**config.mk**
```make
export PLATFORM = sky130hd
export DESIGN_NAME = fc_field_ctrl
export DESIGN_NICKNAME = d
export VERILOG_FILES = /design/src/logic/fc_pkg.sv /design/src/logic/fc_divider.sv /design/src/logic/fc_slew.sv /design/src/logic/fc_field_ctrl.sv
export VERILOG_INCLUDE_DIRS = /design/src /design/src/logic
export SDC_FILE = /design/constraint.sdc
export NUM_CORES = 2
export LEC_CHECK = 0
export ABC_CLOCK_PERIOD_IN_PS = 41800
export CAP_MARGIN = 20
export CORE_ASPECT_RATIO = 1.25
export CORE_MARGIN = 5
export CORE_UTILIZATION = 63
export DETAILED_ROUTE_END_ITERATION = 16
export DONT_BUFFER_PORTS = 1
export GPL_TIMING_DRIVEN = 1
export PLACE_DENSITY = 0.9
export RECOVER_POWER = 25
export SLEW_MARGIN = 10
export SYNTH_ARGS = -nofsm -noshare
export SYNTH_HDL_FRONTEND = slang
export SYNTH_SLANG_ARGS = --single-unit
export TNS_END_PERCENT = 20
```
**constraint.sdc**
```tcl
create_clock -name aclk -period 41.8 [get_ports aclk]
set_input_delay 2.09 -clock aclk [delete_from_list [all_inputs] [get_ports aclk]]
set_output_delay 2.09 -clock aclk [all_outputs]
set_load 0.02 [all_outputs]
```
**src/logic/fc_params.svh**
```systemverilog
`ifndef FC_PARAMS_SVH
`define FC_PARAMS_SVH
// ==========================================
// Register byte offsets
`define FC_OFS_CTRL 8'h00
`define FC_OFS_STATUS 8'h04
`define FC_OFS_VLIMIT 8'h08
`define FC_OFS_SLEW 8'h0c
`define FC_OFS_OPENV 8'h10
`define FC_OFS_SETPT 8'h14
`define FC_OFS_RAMP 8'h18
`define FC_OFS_PGAIN 8'h1c
`define FC_OFS_ITIME 8'h20
`define FC_OFS_OUT 8'h24
`define FC_OFS_ISTAT 8'h28
`define FC_OFS_IMASK 8'h2c
// ==========================================
// Field positions
`define FC_CTRL_EN 0
`define FC_CTRL_CLOSED 1
`define FC_CTRL_INTEG 2
`define FC_EV_LIMIT 0
`define FC_EV_RAMPDONE 1
`define FC_EV_UPDATE 2
// ==========================================
// Reset values and scaling
`define FC_FULL_SCALE_UV 25'h0989680
`define FC_RST_VLIMIT 32'h00989680
`define FC_RST_SLEW 32'h00002710
`define FC_RST_PGAIN 32'h00000500
`define FC_RST_ITIME 32'h00002710
`define FC_GAIN_FRAC 8
`define FC_DIV_W 40
// ==========================================
// Timing
`define FC_CLK_PS 5000
`define FC_TICK_PS 1000000000
`define FC_MEAS_MS 10
`endif

```
**src/logic/fc_pkg.sv**
```systemverilog
package fc_pkg;
  typedef enum logic [1:0] {
    PI_IDLE = 2'b00,
    PI_DIV = 2'b01,
    PI_CALC = 2'b10
  } pi_state_t;
  typedef logic signed [24:0] volt_t;
  typedef logic signed [31:0] field_t;
endpackage

```
**src/logic/fc_divider.sv**
```systemverilog
`timescale 1ns/1ps
`default_nettype none
`include "fc_params.svh"
module fc_divider #(
  parameter int W = `FC_DIV_W
) (
  input wire logic aclk,
  input wire logic aresetn,
  input wire logic start,
  input wire logic [W-1:0] num,
  input wire logic [31:0] den,
  output logic busy,
  output logic done,
  output logic [W-1:0] quo
);
  logic [W-1:0] n_reg;
  logic [32:0] r_reg;
  logic [5:0] cnt_reg;
  wire [32:0] r_sh = {r_reg[31:0], n_reg[W-1]};
  wire fits = r_sh >= {1'b0, den};

  // One quotient bit per clock; the loop period leaves ample room
  always_ff @(posedge aclk) begin
    if (!aresetn) begin
      busy <= 1'b0;
      done <= 1'b0;
      n_reg <= '0;
      r_reg <= '0;
      cnt_reg <= '0;
      quo <= '0;
    end else begin
      done <= 1'b0;
      if (start && !busy) begin
        busy <= 1'b1;
        n_reg <= num;
        r_reg <= '0;
        cnt_reg <= 6'(W);
      end else if (busy) begin
        r_reg <= fits ? r_sh - {1'b0, den} : r_sh;
        n_reg <= n_reg << 1;
        quo <= {quo[W-2:0], fits};
        cnt_reg <= cnt_reg - 6'h01;
        if (cnt_reg == 6'h01) begin
          busy <= 1'b0;
          done <= 1'b1;
        end
      end
    end
  end
endmodule
`default_nettype wire

```
**src/logic/fc_slew.sv**
```systemverilog
`timescale 1ns/1ps
`default_nettype none
module fc_slew
  import fc_pkg::*;
(
  input wire logic aclk,
  input wire logic aresetn,
  input wire logic tick,
  input wire volt_t target,
  input wire logic [31:0] step,
  output volt_t out_reg
);
  wire signed [33:0] diff = 34'(target) - 34'(out_reg);
  wire signed [33:0] stp = $signed({2'b00, step});
  wire signed [33:0] nstp = -stp;
  volt_t out_next;
  assign out_next = (diff > stp) ? out_reg + 25'(stp) :
                    (diff < nstp) ? out_reg - 25'(stp) : target;

  always_ff @(posedge aclk) begin
    if (!aresetn) begin
      out_reg <= '0;
    end else if (tick) begin
      out_reg <= out_next;
    end
  end
endmodule
`default_nettype wire

```
**src/logic/fc_field_ctrl.sv**
```systemverilog
// The AXI4-Lite interface to the registers and the register addresses were left to the implementer.
`timescale 1ns/1ps
`default_nettype none
`include "fc_params.svh"
module fc_field_ctrl
  import fc_pkg::*;
#(
  parameter int TICK_CYC = `FC_TICK_PS / `FC_CLK_PS
) (
  input wire logic aclk,
  input wire logic aresetn,
  input wire logic [7:0] s_axi_awaddr,
  input wire logic s_axi_awvalid,
  output logic s_axi_awready,
  input wire logic [31:0] s_axi_wdata,
  input wire logic [3:0] s_axi_wstrb,
  input wire logic s_axi_wvalid,
  output logic s_axi_wready,
  output logic [1:0] s_axi_bresp,
  output logic s_axi_bvalid,
  input wire logic s_axi_bready,
  input wire logic [7:0] s_axi_araddr,
  input wire logic s_axi_arvalid,
  output logic s_axi_arready,
  output logic [31:0] s_axi_rdata,
  output logic [1:0] s_axi_rresp,
  output logic s_axi_rvalid,
  input wire logic s_axi_rready,
  input wire logic option_present,
  input wire logic dc_mode,
  input wire logic single_axis,
  input wire logic meas_valid,
  input wire field_t meas_field,
  output volt_t ctrl_out,
  output logic limit_warn,
  output logic irq
);
  // ==========================================
  // Qualifying pins and timebase
  logic [2:0] pins_s1_reg;
  logic [2:0] pins_s2_reg;
  logic [17:0] tick_cnt_reg;
  wire allowed = &pins_s2_reg;
  wire tick = tick_cnt_reg == 18'(TICK_CYC - 1);

  always_ff @(posedge aclk) begin
    if (!aresetn) begin
      pins_s1_reg <= '0;
      pins_s2_reg <= '0;
      tick_cnt_reg <= '0;
    end else begin
      pins_s1_reg <= {option_present, dc_mode, single_axis};
      pins_s2_reg <= pins_s1_reg;
      tick_cnt_reg <= tick ? 18'h00000 : tick_cnt_reg + 18'h00001;
    end
  end

  // ==========================================
  // Registers
  logic [31:0] ctrl_reg, vlimit_reg, slew_reg, openv_reg, setpt_reg;
  logic [31:0] ramp_reg, pgain_reg, itime_reg;
  logic [2:0] istat_reg, imask_reg;
  wire enable = ctrl_reg[`FC_CTRL_EN];
  wire closed = ctrl_reg[`FC_CTRL_CLOSED];
  wire active = enable && allowed;
  wire integ_on = ctrl_reg[`FC_CTRL_INTEG] && (itime_reg != 32'h0);

  // ==========================================
  // Voltage limit and target selection
  wire [24:0] vlim = (vlimit_reg > 32'(`FC_FULL_SCALE_UV)) ?
                     `FC_FULL_SCALE_UV : vlimit_reg[24:0];
  wire signed [56:0] vlim_p = $signed({32'h0, vlim});
  wire signed [56:0] vlim_n = -vlim_p;

  function automatic volt_t clamp_v(input logic signed [56:0] v,
                                    input logic signed [56:0] hi,
                                    input logic signed [56:0] lo);
    clamp_v = (v > hi) ? 25'(hi) : (v < lo) ? 25'(lo) : 25'(v);
  endfunction

  wire signed [56:0] openv_x = 57'($signed(openv_reg));
  wire open_clamped = (openv_x > vlim_p) || (openv_x < vlim_n);
  volt_t open_target, pi_target_reg, target;
  logic sat_hi_reg, sat_lo_reg;
  // Clamped again here so a changed limit bites before the next pass
  wire signed [56:0] pi_x = 57'(pi_target_reg);
  wire pi_clamped = (pi_x > vlim_p) || (pi_x < vlim_n) ||
                    (sat_hi_reg && pi_x == vlim_p) || (sat_lo_reg && pi_x == vlim_n);
  assign open_target = clamp_v(openv_x, vlim_p, vlim_n);
  assign target = !active ? 25'sh0000000 :
                  closed ? clamp_v(pi_x, vlim_p, vlim_n) : open_target;
  wire target_clamped = active && (closed ? pi_clamped : open_clamped);

  fc_slew u_slew (
    .aclk(aclk),
    .aresetn(aresetn),
    .tick(tick),
    .target(target),
    .step(slew_reg),
    .out_reg(ctrl_out)
  );

  assign limit_warn = target_clamped && (ctrl_out == target);

  // ==========================================
  // Setpoint ramp
  field_t sp_cur_reg;
  wire signed [32:0] sp_diff = 33'($signed(setpt_reg)) - 33'(sp_cur_reg);
  wire signed [32:0] rstep = $signed({1'b0, ramp_reg});
  wire ramping = sp_cur_reg != $signed(setpt_reg);
  wire run_pi = active && closed;

  always_ff @(posedge aclk) begin
    if (!aresetn) begin
      sp_cur_reg <= '0;
    end else if (!run_pi || ramp_reg == 32'h0) begin
      sp_cur_reg <= $signed(setpt_reg);
    end else if (tick) begin
      sp_cur_reg <= (sp_diff > rstep) ? sp_cur_reg + 32'(rstep) :
                    (sp_diff < -rstep) ? sp_cur_reg - 32'(rstep) : $signed(setpt_reg);
    end
  end

  // ==========================================
  // PI loop, one pass per measurement step
  pi_state_t state_reg;
  logic signed [32:0] err_reg;
  logic signed [39:0] acc_reg;
  logic div_done;
  logic [39:0] div_quo;
  wire start_pi = run_pi && meas_valid && state_reg == PI_IDLE;
  wire signed [32:0] err_now = 33'(sp_cur_reg) - 33'(meas_field);
  wire hold_acc = (sat_hi_reg && err_now > 0) || (sat_lo_reg && err_now < 0);
  // Accumulating error per 10 ms step; I counts 10 ms units, so sum/I is the integral over I times 10 ms
  wire signed [39:0] acc_next = !integ_on ? 40'sh0 :
                                hold_acc ? acc_reg : acc_reg + 40'(err_now);
  wire [39:0] acc_mag = acc_next[39] ? 40'(-acc_next) : 40'(acc_next);
  wire signed [40:0] iterm = !integ_on ? 41'sh0 :
                             acc_reg[39] ? -$signed({1'b0, div_quo}) : $signed({1'b0, div_quo});
  wire signed [40:0] psum = 41'(err_reg) + iterm;
  wire signed [57:0] prod = psum * $signed({1'b0, pgain_reg[15:0]});
  wire signed [56:0] scaled = 57'(prod >>> `FC_GAIN_FRAC);

  fc_divider u_div (
    .aclk(aclk),
    .aresetn(aresetn),
    .start(start_pi && integ_on),
    .num(acc_mag),
    .den(itime_reg),
    .busy(),
    .done(div_done),
    .quo(div_quo)
  );

  always_ff @(posedge aclk) begin
    if (!aresetn || !run_pi) begin
      state_reg <= PI_IDLE;
      err_reg <= '0;
      acc_reg <= '0;
      pi_target_reg <= '0;
      sat_hi_reg <= 1'b0;
      sat_lo_reg <= 1'b0;
    end else begin
      case (state_reg)
        PI_IDLE: begin
          if (start_pi) begin
            err_reg <= err_now;
            acc_reg <= acc_next;
            state_reg <= integ_on ? PI_DIV : PI_CALC;
          end
        end
        PI_DIV: begin
          if (div_done) begin
            state_reg <= PI_CALC;
          end
        end
        PI_CALC: begin
          pi_target_reg <= clamp_v(scaled, vlim_p, vlim_n);
          sat_hi_reg <= scaled > vlim_p;
          sat_lo_reg <= scaled < vlim_n;
          state_reg <= PI_IDLE;
        end
        default: begin
          state_reg <= PI_IDLE;
        end
      endcase
    end
  end

  // ==========================================
  // Events and interrupt
  logic warn_d_reg, ramp_d_reg;
  wire [2:0] events = {state_reg == PI_CALC, ramp_d_reg && !ramping, limit_warn && !warn_d_reg};
  assign irq = |(istat_reg & imask_reg);

  // ==========================================
  // AXI4-Lite slave
  logic [7:0] aw_addr_reg;
  logic aw_held_reg, w_held_reg;
  logic [31:0] w_data_reg;
  logic [3:0] w_strb_reg;
  wire do_write = aw_held_reg && w_held_reg && !s_axi_bvalid;
  assign s_axi_awready = !aw_held_reg && !s_axi_bvalid;
  assign s_axi_wready = !w_held_reg && !s_axi_bvalid;
  assign s_axi_arready = !s_axi_rvalid;

  function automatic logic [31:0] merge(input logic [31:0] old, input logic [31:0] nw,
                                        input logic [3:0] strb);
    for (int i = 0; i < 4; i++) begin
      merge[8*i +: 8] = strb[i] ? nw[8*i +: 8] : old[8*i +: 8];
    end
  endfunction

  wire [31:0] wval = w_data_reg;
  wire we_ctrl = do_write && aw_addr_reg == `FC_OFS_CTRL;
  wire we_vlim = do_write && aw_addr_reg == `FC_OFS_VLIMIT;
  wire we_slew = do_write && aw_addr_reg == `FC_OFS_SLEW;
  wire we_openv = do_write && aw_addr_reg == `FC_OFS_OPENV;
  wire we_setpt = do_write && aw_addr_reg == `FC_OFS_SETPT;
  wire we_ramp = do_write && aw_addr_reg == `FC_OFS_RAMP;
  wire we_pgain = do_write && aw_addr_reg == `FC_OFS_PGAIN;
  wire we_itime = do_write && aw_addr_reg == `FC_OFS_ITIME;
  wire we_istat = do_write && aw_addr_reg == `FC_OFS_ISTAT && w_strb_reg[0];
  wire we_imask = do_write && aw_addr_reg == `FC_OFS_IMASK && w_strb_reg[0];
  wire w_ok = we_ctrl || we_vlim || we_slew || we_openv || we_setpt || we_ramp ||
              we_pgain || we_itime || aw_addr_reg == `FC_OFS_ISTAT ||
              aw_addr_reg == `FC_OFS_IMASK || aw_addr_reg == `FC_OFS_STATUS ||
              aw_addr_reg == `FC_OFS_OUT;
  // Set wins over a simultaneous write-one clear
  wire [2:0] istat_next = (istat_reg & ~(we_istat ? wval[2:0] : 3'h0)) | events;

  always_ff @(posedge aclk) begin
    if (!aresetn) begin
      aw_held_reg <= 1'b0;
      w_held_reg <= 1'b0;
      aw_addr_reg <= '0;
      w_data_reg <= '0;
      w_strb_reg <= '0;
      s_axi_bvalid <= 1'b0;
      s_axi_bresp <= 2'b00;
    end else begin
      if (s_axi_awvalid && s_axi_awready) begin
        aw_held_reg <= 1'b1;
        aw_addr_reg <= {s_axi_awaddr[7:2], 2'b00};
      end
      if (s_axi_wvalid && s_axi_wready) begin
        w_held_reg <= 1'b1;
        w_data_reg <= s_axi_wdata;
        w_strb_reg <= s_axi_wstrb;
      end
      if (do_write) begin
        aw_held_reg <= 1'b0;
        w_held_reg <= 1'b0;
        s_axi_bvalid <= 1'b1;
        s_axi_bresp <= w_ok ? 2'b00 : 2'b10;
      end else if (s_axi_bready) begin
        s_axi_bvalid <= 1'b0;
      end
    end
  end

  always_ff @(posedge aclk) begin
    if (!aresetn) begin
      ctrl_reg <= '0;
      vlimit_reg <= `FC_RST_VLIMIT;
      slew_reg <= `FC_RST_SLEW;
      openv_reg <= '0;
      setpt_reg <= '0;
      ramp_reg <= '0;
      pgain_reg <= `FC_RST_PGAIN;
      itime_reg <= `FC_RST_ITIME;
      istat_reg <= '0;
      imask_reg <= '0;
      warn_d_reg <= 1'b0;
      ramp_d_reg <= 1'b0;
    end else begin
      ctrl_reg <= we_ctrl ? merge(ctrl_reg, wval, w_strb_reg) & 32'h00000007 : ctrl_reg;
      vlimit_reg <= we_vlim ? merge(vlimit_reg, wval, w_strb_reg) : vlimit_reg;
      slew_reg <= we_slew ? merge(slew_reg, wval, w_strb_reg) : slew_reg;
      openv_reg <= we_openv ? merge(openv_reg, wval, w_strb_reg) : openv_reg;
      setpt_reg <= we_setpt ? merge(setpt_reg, wval, w_strb_reg) : setpt_reg;
      ramp_reg <= we_ramp ? merge(ramp_reg, wval, w_strb_reg) : ramp_reg;
      pgain_reg <= we_pgain ? merge(pgain_reg, wval, w_strb_reg) & 32'h0000ffff : pgain_reg;
      itime_reg <= we_itime ? merge(itime_reg, wval, w_strb_reg) : itime_reg;
      istat_reg <= istat_next;
      imask_reg <= we_imask ? wval[2:0] : imask_reg;
      warn_d_reg <= limit_warn;
      ramp_d_reg <= ramping;
    end
  end

  wire [7:0] ra = {s_axi_araddr[7:2], 2'b00};
  wire [31:0] status = {28'h0, active, ramping, limit_warn, allowed};
  wire r_ok = ra <= `FC_OFS_IMASK;
  wire [31:0] rd_data =
    ra == `FC_OFS_CTRL ? ctrl_reg : ra == `FC_OFS_STATUS ? status :
    ra == `FC_OFS_VLIMIT ? vlimit_reg : ra == `FC_OFS_SLEW ? slew_reg :
    ra == `FC_OFS_OPENV ? openv_reg : ra == `FC_OFS_SETPT ? setpt_reg :
    ra == `FC_OFS_RAMP ? ramp_reg : ra == `FC_OFS_PGAIN ? pgain_reg :
    ra == `FC_OFS_ITIME ? itime_reg : ra == `FC_OFS_OUT ? 32'(ctrl_out) :
    ra == `FC_OFS_ISTAT ? {29'h0, istat_reg} :
    ra == `FC_OFS_IMASK ? {29'h0, imask_reg} : 32'h0;

  always_ff @(posedge aclk) begin
    if (!aresetn) begin
      s_axi_rvalid <= 1'b0;
      s_axi_rdata <= '0;
      s_axi_rresp <= 2'b00;
    end else if (s_axi_arvalid && s_axi_arready) begin
      s_axi_rvalid <= 1'b1;
      s_axi_rdata <= rd_data;
      s_axi_rresp <= r_ok ? 2'b00 : 2'b10;
    end else if (s_axi_rready) begin
      s_axi_rvalid <= 1'b0;
    end
  end
endmodule
`default_nettype wire

```
Word-level counts from Yosys, hierarchy flattened. Index checks and enable logic that the tools add are counted. W data, S select, Z words.

Multiply operators: 1. Eq/ne operators: 32. Reduce and logical (&&, ||, !) cells: 106. Magnitude comparators: 15. Bitwise gates (word level): 7. Mux-type cells: 53. $add $sub $neg: 17.

Operators by type and width (number): $mux W32 (15); $mux W25 (11); $mux W40 (5); $mux W41 (2); $sub A32 B32 Y33 (2); $sub A32 B32 Y32 (2); $reduce_and A2 Y1 (30); $mul A41 B17 Y58 (1); $eq A25 B57 Y1 (1); $lt A25 B57 Y1 (1); $lt A32 B57 Y1 (1); $lt A50 B57 Y1 (1); $neg A25 Y57 (1); $gt A50 B26 Y1 (1); $eq A6 B3 Y1 const B (8); $eq A6 B4 Y1 const B (8); $add A33 B41 Y41 (1); $neg A40 Y41 (1); $add A40 B33 Y40 (1); $neg A40 Y40 (1); $gt A34 B33 Y1 (1); $logic_and A1 B1 Y1 (34); $lt A34 B34 Y1 (1); $neg A32 Y34 (1); other kinds (45) (100).

Input bits: 95. Output and inout bits: 68. Logic and storage cells: 290. Register bits after elaboration: 604.

Logic depth before layout (Yosys ltp).
Word-level depth: 15. Mapped depth: 66. Mapped depth without buffers: 62.

Cells and area by module. Synthesis repeated with hierarchy kept, for this count alone.

Cells, all modules: 10139. Area, all modules: 80045.5 um2.

By module, submodules not included: fc_field_ctrl (instances 1, area an instance 66055.9 um2, sequential area each 9148.8 um2, cells each 8380); fc_divider (instances 1, area an instance 7008.0 um2, sequential area each 2402.3 um2, cells each 788); fc_slew (instances 1, area an instance 6981.7 um2, sequential area each 500.5 um2, cells each 971).

Least setup slack after synthesis. Ideal clock, no wire load.

Path kind: register to register. Start point: register itime_reg[1]. End point: register pi_target_reg[2]. Required time: 41668 ps. Period minus slack after synthesis: 14088 ps. Path buffers: 6. Slack: 27712 ps. Library setup time: 132 ps. Arrival: 13956 ps. Stages on the path, launching flop included: 61. Path through: dfxtp_1 > nor4_1 > nand4_1 > o21ai_1 > clkbuf_1 > buf_1 > clkbuf_1 > nor2_1 > ha_1 > inv_1 > fa_1 > nor2b_1 > o21ai_0 > a21oi_1 > o41a_1 > a211oi_1 > a21oi_1 > a31o_2 > [... 25 more ...] > a31o_2 > a21oi_1 > xnor2_1 > ha_1 > a21o_1 > a21oi_1 > nor2b_1 > o21ai_0 > nand2b_1 > a2111oi_0 > a221oi_1 > a21oi_1 > clkbuf_1 > clkbuf_1 > mux2i_1 > mux2i_1 > nand2_1 > a21oi_1.

Cells in the longest elaborated chain, start to end: 8. Elaborated cells between the ends (all ways): 9. Classes of those cells: add/sub: 1; mul: 1; order compare: 2; mux: 3; reduce/logical: 2.

RTL lines: start: declaration (line fc_field_ctrl.sv:61) `logic [31:0] ramp_reg, pgain_reg, itime_reg;`; start signal: assignment (line fc_field_ctrl.sv:271) `` itime_reg <= `FC_RST_ITIME; ``; start signal: assignment (line fc_field_ctrl.sv:284) `itime_reg <= we_itime ? merge(itime_reg, wval, w_strb_reg) : itime_reg;`; $reduce_bool A32 Y1 * (line fc_field_ctrl.sv:66) `` wire integ_on = ctrl_reg[`FC_CTRL_INTEG] && (itime_reg != 32'h0); ``; $logic_and A1 B1 Y1 * (line fc_field_ctrl.sv:66); $mux W41 * (line fc_field_ctrl.sv:138) `wire signed [40:0] iterm = !integ_on ? 41'sh0 :`; $add A33 B41 Y41 * (line fc_field_ctrl.sv:140) `wire signed [40:0] psum = 41'(err_reg) + iterm;`; $mul A41 B17 Y58 * (line fc_field_ctrl.sv:141) `wire signed [57:0] prod = psum * $signed({1'b0, pgain_reg[15:0]});`; $lt A50 B57 Y1 (line fc_field_ctrl.sv:78) `clamp_v = (v > hi) ? 25'(hi) : (v < lo) ? 25'(lo) : 25'(v);`; $mux W25 (line fc_field_ctrl.sv:78); $mux W25 * (line fc_field_ctrl.sv:78); end signal: assignment (line fc_field_ctrl.sv:178) `pi_target_reg <= clamp_v(scaled, vlim_p, vlim_n);`; end: declaration (line fc_field_ctrl.sv:83) `volt_t open_target, pi_target_reg, target;`.

Every way passes the cells marked *; elsewhere a longest branch is shown, timed or not. A chain may end at the register's enable or synchronous reset.

Worst setup path after layout.
Start point: register vlimit_reg[21]. End point: register u_slew.out_reg[20].

Cells in the longest elaborated chain, start to end: 12. Elaborated cells between the ends (all ways): 18. Classes of those cells: add/sub: 2; order compare: 7; mux: 9.

RTL lines: start: declaration (line fc_field_ctrl.sv:60) `logic [31:0] ctrl_reg, vlimit_reg, slew_reg, openv_reg, setpt_reg;`; start signal: assignment (line fc_field_ctrl.sv:265) `` vlimit_reg <= `FC_RST_VLIMIT; ``; start signal: assignment (line fc_field_ctrl.sv:278) `vlimit_reg <= we_vlim ? merge(vlimit_reg, wval, w_strb_reg) : vlimit_reg;`; $gt A32 B24 Y1 (line fc_field_ctrl.sv:70) `` wire [24:0] vlim = (vlimit_reg > 32'(`FC_FULL_SCALE_UV)) ? ``; $mux W25 * (line fc_field_ctrl.sv:70); $neg A25 Y57 (line fc_field_ctrl.sv:73) `wire signed [56:0] vlim_n = -vlim_p;`; $lt A32 B57 Y1 / $lt A25 B57 Y1 (equally long branches) (line fc_field_ctrl.sv:78); $mux W25 (2 in a row) (line fc_field_ctrl.sv:78); $mux W25 * (line fc_field_ctrl.sv:91) `closed ? clamp_v(pi_x, vlim_p, vlim_n) : open_target;`; $mux W25 * (line fc_field_ctrl.sv:90) `assign target = !active ? 25'sh0000000 :`; $sub A25 B25 Y26 (line fc_slew.sv:13) `wire signed [33:0] diff = 34'(target) - 34'(out_reg);`; $lt A34 B34 Y1 (line fc_slew.sv:18) `(diff < nstp) ? out_reg - 25'(stp) : target;`; $mux W25 (line fc_slew.sv:18); $mux W25 * (line fc_slew.sv:17) `assign out_next = (diff > stp) ? out_reg + 25'(stp) :`; end signal: assignment (line fc_slew.sv:24) `out_reg <= out_next;`; end: declaration (line fc_slew.sv:11) `output volt_t out_reg`.

Marks and branches as above.

==> run metrics <==
status finished with violations; failing checks capacitance limit, slew limit; I/O Buffers 0; largest net degree at the start of global routing approximately 210; Post-CTS Resized 0; share of the synthesized area in the top cell type 16.3%; WS Path Type reg -> reg; final wirelength approximately 260,000 µm; post-synth cell types 92; total I/O pin count approximately 160; Period Utilization, post-route 39.9%; DRC 0; Ys Warns 0; post-synthesis async set-or-reset flop share 0%; max_cap viols 5; Mapped Area 76,500 µm²; Most used DFF post-synth dfxtp_1; WP buf/inv 4; PD cells 16.1 nW/µm²; htree depth 3; P_leak 37.2 nW; antenna violations before repair 13; Tightest Pin Transition 9.58 ns; Crit path max-delay family compound AO/OA/AOI/OAI gates; Most common cell on crit path a21oi_1; clock latency on the worst-skew pair 0.69 ns; Mapped Cells approximately 9,800; setup TNS 0 ns; RSZ-0062 raised after global routing false; Arrival @ worst endpoint 16.85 ns; Synth Register Bits 602; row count 143; initial drt markers 8,324; Post-synth top cells nand2_1 (1,152), inv_1 (1,072), ha_1 (813), a21oi_1 (802), nor2_1 (768); width of the chip about 320 µm; WP data required 41.98 ns; CP Max Fanout 41; Die H around 400 µm; Overflow after GRT 0; clk root buf clkbuf_16; final RePlAce weighted congestion 1.06; Max-slew headroom -538%; Initial Utilization a little over three fifths; antenna viol nets, final 0; vias in the first global route just over 70,000; max frequency 60.0 MHz; most frequent cell after synthesis nand2_1; die area 129,000 µm²; final HPWL from detailed placement between 200,000 and 250,000 µm; Layout Skew 0.0585 ns; sequential share of the synthesized area between 15 and 20%; Worst Hold Class reg -> reg; share of layout cells above drive strength 1 3.86%; syn_area_per_cell 7.81 µm²; TritonCTS clock tree yes; GRT Resource Usage Total 39.5%; hold buffer count at cts 0; final setup violation count 0; CP endpoint kind register; core footprint around 120,000 µm²; post-synth top area cell fa_1; endpoints failing hold 0; maximum vdd drop 0.0346 mV; synthesis-to-finish area growth 4.68%; drt pass-1 iters 11; flop2flop setup slack 25.13 ns; Final #Nets 11,000; Wirelength per Cell about 24 µm; via count roughly 74,000; FILL cells approximately 9,900; CP max-delay cell nor3_1; WHS 0.421 ns; Tmin final 16.67 ns; setup repair bufs after CTS 0; Setup crit start kind register; Max clock buf depth 3; number of CTS-inserted buffers between 60 and 70; Post-synth EDFFs 0; first-pass GRT wire length roughly 400,000 µm; max-slew violations between 400 and 500; CTS Sinks roughly 600; Worst-path clk slew 0.07 ns; top cells by area, synth fa_1 (16%), dfxtp_1 (16%), ha_1 (13%); Via density 6.59; Crit path largest cell delay 1.11 ns
routing by layer:
layer,vias to the layer above,global-route usage (%),wire length (µm)
met5,-,0,35
met1,35100,47.2,95500
met3,1240,9.15,28400
met2,4215,64.5,119000
li1,32900,-,-
met4,6,25.0,20600
worst min-delay path: stages, from the launching register on:
cell	delay, ns
dfxtp_1	0.30
nand2_1	0.05
a21oi_1	0.06
kinds of logic after synthesis:
group | count (synthesis) | share of synthesized area, %
DFF | 602 | 15.7
and+or+nand+nor | 3296 | 20.2
xor gates and xnor gates | 379 | 4.34
muxes | 263 | 3.53
adders and majority gates | 1436 | 29.6
buffers and inverters | 1574 | 7.76
AOI/OAI and AO/OA | 2248 | 18.9
other | 2 | 0.00981
area by class of cell:
| type | instances | area, µm² | area share (%) |
|---|---|---|---|
| well taps | 1595 | 2000 | 2.49 |
| multi-input cells | 7627 | 58800 | 73.4 |
| clock inverters | 38 | 430 | 0.537 |
| repair buffers | 129 | 958 | 1.20 |
| diodes | 6 | 15.0 | 0.0187 |
| inverters | 1074 | 4030 | 5.03 |
| clock buffers | 86 | 1860 | 2.32 |
| flip-flops and latches | 602 | 12100 | 15.0 |
cells in the final DEF, fill, tap and decap left out, types with 114 or more instances in the layout:
cell,instances
ha_1,813
xor2_1,146
nand3_1,255
and2_1,319
inv_1,1072
buf_4,122
a21oi_1,800
xnor2_1,229
nor3_1,188
nand2_1,1151
mux2i_1,224
fa_1,623
nor2b_1,114
o21ai_0,314
nor2_1,764
a21o_1,240
dfxtp_1,601
final timing paths:
kind,start,endpoint,cells after the start
hold reg to reg,ramp_d_reg,istat_reg[1],2
setup reg to reg,vlimit_reg[21],u_slew.out_reg[20],54
setup / recovery,vlimit_reg[21],u_slew.out_reg[20],54
hold / removal,ramp_d_reg,istat_reg[1],2
stage by stage:
step           total power (W)  setup WS, ns  cells  instance area (µm²)  util, %
2_1_floorplan         0.000644         27.71   9803                76500        -
3_3_place_gp          0.000664         26.39  11000                77800     64.3
3_5_place_dp          0.000665         26.10  11000                77800     64.3
4_1_cts                0.00128         26.06  11100                80100     66.1
5_1_grt                0.00132         24.49  11200                80100     66.1
6_report               0.00129         25.13  11200                80100     66.1
report_power, final:
part,leakage [nW],switching [W],internal (W)
combinational,31.2,0.0000470,0.0000189
sequential,4.86,0.0000131,0.000578
clock,1.10,0.000284,0.000348
Power figures use the tool's default switching activity.
